$ cat src/crb_pkg.sv
package crb_pkg;
  localparam int ACC_W = 4;
  localparam int DP_W = 8;
  localparam int OP_W = 10;
  // opcodes (10-bit instruction words)
  localparam logic [9:0] OP_OR = 10'h019;
  localparam logic [9:0] OP_ROTR = 10'h01d;
  localparam logic [9:0] OP_PDOWN = 10'h002;
  localparam logic [9:0] OP_PDARM = 10'h22f;
  localparam logic [9:0] OP_BCLR = 10'h04c;
  localparam logic [9:0] OP_BCLR_MASK = 10'h3fc;
  localparam int BSEL_LSB = 0;
  localparam logic [3:0] ACC_RST = 4'h0;
  localparam logic CARRY_RST = 1'b0;
  localparam int SYNC_STAGES = 2;

  typedef enum logic [2:0] {
    CRB_IDLE = 3'b001,
    CRB_EXEC = 3'b010,
    CRB_BACKUP = 3'b100
  } crb_state_t;
endpackage

$ cat src/crb_exec.sv
`timescale 1ns/1ns
// What this block does
// RQ1: the OR instruction loads the accumulator with accumulator OR the nibble at the data pointer, carry untouched, one cycle.
// RQ2: the power-down instruction enters ram back-up only when the arming instruction ran immediately before it, one cycle.
// RQ3: rotate-right moves carry into bit 3 and bit 0 into carry, one cycle.
// RQ4: bit-clear zeroes the immediate-selected bit 0..3 of the nibble at the data pointer, others and carry untouched.
// RQ5: power-down without a directly preceding arm changes nothing, like a no-operation.
module crb_exec
  import crb_pkg::*;
(
  input wire logic clk,
  input wire logic arst_n,
  input wire logic instrValid,
  input wire logic [OP_W-1:0] instrWord,
  input wire logic [DP_W-1:0] dataPointer,
  input wire logic [ACC_W-1:0] memRdata,
  input wire logic wakeUp,
  output logic [ACC_W-1:0] accOut,
  output logic carryFlag,
  output logic memWe,
  output logic [DP_W-1:0] memAddr,
  output logic [ACC_W-1:0] memWdata,
  output logic backupState,
  output logic done
);
  typedef struct packed {
    crb_state_t state;
    logic [ACC_W-1:0] acc;
    logic carry;
    logic armed;
    logic memWe;
    logic [DP_W-1:0] memAddr;
    logic [ACC_W-1:0] memWdata;
    logic backup;
    logic done;
  } crb_st_t;

  crb_st_t s_q;
  crb_st_t s_d;

  logic rstSync_n;

  logic take;
  logic isOr;
  logic isRotr;
  logic isPdown;
  logic isPdarm;
  logic isBclr;
  logic [1:0] bitSel;

  logic [ACC_W-1:0] clearMask;
  logic [ACC_W-1:0] orResult;
  logic [ACC_W-1:0] rotResult;
  logic [ACC_W-1:0] clearResult;
  logic rotCarry;

  logic [ACC_W-1:0] nextAcc;
  logic nextCarry;
  logic nextWe;
  logic [DP_W-1:0] nextAddr;
  logic [ACC_W-1:0] nextWdata;
  logic enterBackup;

  crb_rst_sync u_rst (
    .clk(clk),
    .arst_n(arst_n),
    .rstSync_n(rstSync_n)
  );

  // instructions are only taken while the core runs
  assign take = instrValid && !s_q.backup;

  // full-word compares except the masked bit-clear match; partial decode would alias other opcodes
  assign isOr = (instrWord == OP_OR);
  assign isRotr = (instrWord == OP_ROTR);
  assign isPdown = (instrWord == OP_PDOWN);
  assign isPdarm = (instrWord == OP_PDARM);
  assign isBclr = (instrWord & OP_BCLR_MASK) == OP_BCLR;

  // bit select sits in the low immediate field
  assign bitSel = instrWord[BSEL_LSB+1:BSEL_LSB];

  // old bit 0 leaves through the carry
  assign rotCarry = s_q.acc[0]; // see RQ3

  generate
    for (genvar i = 0; i < ACC_W; i++) begin : g_bit
      assign clearMask[i] = (bitSel == 2'(i)); // see RQ4
      assign orResult[i] = s_q.acc[i] | memRdata[i]; // see RQ1
      assign clearResult[i] = memRdata[i] & ~clearMask[i]; // see RQ4
      if (i == ACC_W - 1) begin : g_top
        assign rotResult[i] = s_q.carry; // see RQ3
      end else begin : g_low
        assign rotResult[i] = s_q.acc[i+1]; // see RQ3
      end
    end
  endgenerate

  // per-instruction results; the state process picks them up only when taken
  always_comb begin
    nextAcc = s_q.acc;
    nextCarry = s_q.carry;
    nextWe = 1'b0;
    nextAddr = s_q.memAddr;
    nextWdata = s_q.memWdata;
    enterBackup = 1'b0;
    case ({isBclr, isPdown, isRotr, isOr})
      4'b0001: begin
        // carry left alone on purpose
        nextAcc = orResult; // see RQ1
      end
      4'b0010: begin
        nextAcc = rotResult; // see RQ3
        nextCarry = rotCarry; // see RQ3
      end
      4'b0100: begin
        // unarmed power-down leaves everything as is, see RQ5
        enterBackup = s_q.armed; // see RQ2
      end
      4'b1000: begin
        // read-modify-write of the addressed nibble
        nextWe = 1'b1; // see RQ4
        nextAddr = dataPointer; // see RQ4
        nextWdata = clearResult; // see RQ4
      end
      default: begin
        // arming word and unknown words change no data
        nextAcc = s_q.acc;
        nextCarry = s_q.carry;
      end
    endcase
  end

  always_comb begin
    s_d = s_q;
    s_d.memWe = 1'b0;
    s_d.done = 1'b0;
    case (s_q.state)
      CRB_IDLE: begin
        if (take) begin
          s_d.state = CRB_EXEC;
          s_d.done = 1'b1;
          // arm holds only across the very next taken instruction
          s_d.armed = isPdarm; // see RQ2
          s_d.acc = nextAcc;
          s_d.carry = nextCarry;
          s_d.memWe = nextWe;
          s_d.memAddr = nextAddr;
          s_d.memWdata = nextWdata;
          if (enterBackup) begin
            s_d.state = CRB_BACKUP;
            s_d.backup = 1'b1; // see RQ2
            s_d.armed = 1'b0;
          end
        end
      end
      CRB_EXEC: begin
        if (take) begin
          s_d.done = 1'b1;
          s_d.armed = isPdarm; // see RQ2
          s_d.acc = nextAcc;
          s_d.carry = nextCarry;
          s_d.memWe = nextWe;
          s_d.memAddr = nextAddr;
          s_d.memWdata = nextWdata;
          if (enterBackup) begin
            s_d.state = CRB_BACKUP;
            s_d.backup = 1'b1; // see RQ2
            s_d.armed = 1'b0;
          end
        end else begin
          // gaps keep the arm; only a taken instruction consumes it
          s_d.state = CRB_IDLE;
        end
      end
      CRB_BACKUP: begin
        // core halted; only a wake event leaves back-up
        if (wakeUp) begin
          s_d.state = CRB_IDLE;
          s_d.backup = 1'b0;
        end
      end
      default: begin
        // illegal code: recover to a running core
        s_d.state = CRB_IDLE;
        s_d.backup = 1'b0;
        s_d.armed = 1'b0;
      end
    endcase
  end

  always_ff @(posedge clk or negedge rstSync_n) begin
    if (!rstSync_n) begin
      s_q <= '{state: CRB_IDLE, acc: ACC_RST, carry: CARRY_RST, default: '0};
    end else begin
      s_q <= s_d;
    end
  end

  // every output is a plain register field

  assign accOut = s_q.acc;
  assign carryFlag = s_q.carry;
  assign memWe = s_q.memWe;
  assign memAddr = s_q.memAddr;
  assign memWdata = s_q.memWdata;
  assign backupState = s_q.backup;
  assign done = s_q.done;
endmodule

$ cat src/crb_rst_sync.sv
`timescale 1ns/1ns
module crb_rst_sync
  import crb_pkg::*;
(
  input wire logic clk,
  input wire logic arst_n,
  output logic rstSync_n
);
  typedef struct packed {
    logic [SYNC_STAGES-1:0] sh;
  } crb_rs_t;
  crb_rs_t r_q;
  crb_rs_t r_d;

  always_comb begin
    r_d = r_q;
    r_d.sh = {r_q.sh[SYNC_STAGES-2:0], 1'b1};
  end

  always_ff @(posedge clk or negedge arst_n) begin
    if (!arst_n) begin
      r_q <= '0;
    end else begin
      r_q <= r_d;
    end
  end

  assign rstSync_n = r_q.sh[SYNC_STAGES-1];
endmodule
$ cat config.mk
export PLATFORM = sky130hd
export DESIGN_NAME = crb_exec
export DESIGN_NICKNAME = d
export VERILOG_FILES = /design/src/crb_pkg.sv /design/src/crb_exec.sv /design/src/crb_rst_sync.sv
export SDC_FILE = /design/constraint.sdc
export NUM_CORES = 1
export LEC_CHECK = 0
export BUFFER_PORTS_ARGS = -buffer_cell sky130_fd_sc_hd__buf_2
export CAP_MARGIN = 40
export CORE_UTILIZATION = 50
export DETAILED_ROUTE_END_ITERATION = 8
export PLACE_DENSITY = 0.84
export SYNTH_ARGS = -nofsm -noshare
export SYNTH_HDL_FRONTEND = slang
export SYNTH_SLANG_ARGS = --single-unit
$ cat constraint.sdc
create_clock -name clk -period 1.7 [get_ports clk]
set_input_delay 0.17 -clock clk [delete_from_list [all_inputs] [get_ports clk]]
set_output_delay 0.17 -clock clk [all_outputs]
set_load 0.01 [all_outputs]
==> metrics.yaml <==
status: "complete, but fails checks"
violations: "negative setup slack"
r2r_setup_slack_ns: -0.08
track_usage_pct: 20.80
area_growth_pct: 24.63
drt-pass1-iter-count: 4
drc: 0
cts_max_level: 1
synth_commonest_cells: "dfrtp_1 (25), buf_4 (16), nor2_1 (12)"
yosys_register_bits: 26
cp_num_buf_inv: 1
overflow: 0
num_vias: 944
fmax_mhz: 561.4
reg2reg_depth: 5
yosysMostFrequentCell: "dfrtp_1"
postSynthCellCount: 111
maxCapViolCount: 0
dpl.hpwl_um: 1916
post-place-ws_ns: -0.1067
slowest_stage: "dfstp_2"
worst-setup-path-type: "reg -> reg"
cp-start-kind: "register"
max-clock-path-buffers: 2
start_util_pct: 54.63
fin_nets: 181
synthTopCellsByArea: "dfrtp_1 (50%), buf_4 (9.6%), mux2_2 (9.0%)"
via_per_inst: 5.187
cts_tree: "yes"
crit_path_start: "s_q[21]"
ys_seq_area_share_pct: 51.94
antenna_found_initial: 0
diodes: 0
dr.first_iter.drc_count: 18
wl_per_cell_um: 13.66
min_path_cells: 2
path_clk_slew_ns: 0.14
num_rows: 17
cts_made_buffers: 3
core_um2: 2297
layout_worst_path_cycle_share_pct: 104.8
syn_area_um2: 1255
min_to: "memAddr[6]"
die_y_um: 52.10
required_ns: 1.91
reg2reg_to: "memAddr[2]"
ant_nets: 0
crit_fanout: 12
grt_max_degree: 15
post-route-min-period_ns: 1.781
clock_sinks: 26
arrival_ns: 1.99
gp_congestion: 0.8198
grt_pass1_vias: 943
cp_slowest_stage_delay_ns: 0.57
routed_wl_um: 2487
clockRootBuffer: "clkbuf_4"
finalSetupTns_ns: -0.6995
post-synth-top-area-cell: "dfrtp_1"
hold_viol: 0
fin_ws_ns: -0.08139
synth_flop_cell: "dfrtp_1"
vdd_drop_max_mv: 0.7409
synth_fp_nets: 137
maxSlewViolCount: 0
synth_area_per_cell_um2: 11.31
r2r-start: "s_q[21]"
ioPinCount: 46
drive_above_1_share_pct: 48.05
setup_viol: 12
cp_cell_sequence: "xnor2_2 > or3_4 > nor4_4 > buf_12 > mux2_4"
die_x_um: 52.10
die_area_um2: 2714
p_per_area_nw_per_um2: 870.4
cp-end-kind: "register"
hold_path_class: "in -> reg"
total_leakage_power_nw: 0.8445
numPortBuffers: 45
worst_hold_slack_ns: 0.06658
yosysWarnings: 0
rsz0062_at_grt: "yes"
synth_enable_flop_cells: 0
grt_pass1_wl_um: 4029
fill_cells: 173
totalPowerFinal_mw: 1.361
fin_skew_ns: 0.01561
crit_family: "flip-flops"
final-seq-area_um2: 651.9
insertion_delay_ns: 0.32
synth-async-reset-ratio_pct: 100.0
synth_cell_types: 27
synth_top_cell_area_share_pct: 49.85
multi_input_area_um2: 501.7
min_from: "dataPointer[6]"
==> where the power goes <==
group	switching, mW	leakage (nW)	internal [mW]
clock network	0.174	0.0150	0.0918
logic	0.160	0.493	0.209
registers	0.0431	0.336	0.683
total	0.378	0.845	0.984
==> flip-flops by register name (all words and copies together) (netlist names) <==
| signal | count |
|---|---|
| backupState | 1 |
| memWe | 1 |
| memWdata | 4 |
| carryFlag | 1 |
| s_q | 4 |
| memAddr | 8 |
| u_rst.r_q | 2 |
| accOut | 4 |
| done | 1 |
==> timing repair <==
item / 4_1_cts / 5_1_grt
hold buffers: 1 / 0
endpoints found under the hold margin: 2 / 0
setup buffers: 1 / 1
endpoints found under the setup margin: 12 / 12
gates resized for setup: 5 / 0
==> how the worst max path moves through the flow <==
stage,endpoint,cells after the start,slack (ns)
after global routing,memAddr[2],5,-0.12
after CTS,memAddr[5],5,-0.09
after global placement,memAddr[0],5,-0.06
after floorplan,memAddr[3],5,-0.11
final,memAddr[2],5,-0.08
after detailed placement,memAddr[2],5,-0.11
==> cell usage in the layout, fill, tap and decap left out, types with 2 or more instances in the layout <==
master,n
nand4b_1,2
nor2b_1,2
dfrtp_1,25
buf_2,45
mux2_4,10
o21ai_0,4
nor2_1,12
nor4bb_1,3
mux2i_1,3
nor4_1,2
o22a_1,4
clkbuf_4,3
inv_1,6
buf_4,8
nand2_1,8
==> area by class of cell <==
cell class              instances  area share (%)
flip-flops and latches         26           41.68
multi-input cells              62           32.08
repair buffers                 56           20.88
well taps                      28           2.240
clock buffers                   4           1.680
inverters                       6           1.440
==> metrics by stage <==
| stage | utilization [%] | instances | area (µm²) |
|---|---|---|---|
| 2_1_floorplan | - | 111 | 1292 |
| 3_3_place_gp | 65.03 | 175 | 1494 |
| 3_5_place_dp | 65.03 | 175 | 1494 |
| 4_1_cts | 67.76 | 181 | 1556 |
| 5_1_grt | 68.08 | 182 | 1564 |
| 6_report | 68.08 | 182 | 1564 |
==> kinds of logic after synthesis <==
kind of cell,synth area share [%]
AOI/OAI and AO/OA,5.583
xor gates and xnor gates,0.6980
buffers and inverters,12.26
DFF,51.94
muxes,11.37
other,0.2988
and+or+nand+nor,17.85
==> per-layer routing <==
layer	vias up	wire length [µm]	track usage, %
li1	451	-	-
met1	459	1040	24.25
met2	28	1308	36.11
met3	6	96	3.216
met4	0	41	11.26
met5	-	0	0
(Power assumes the default switching activity.)
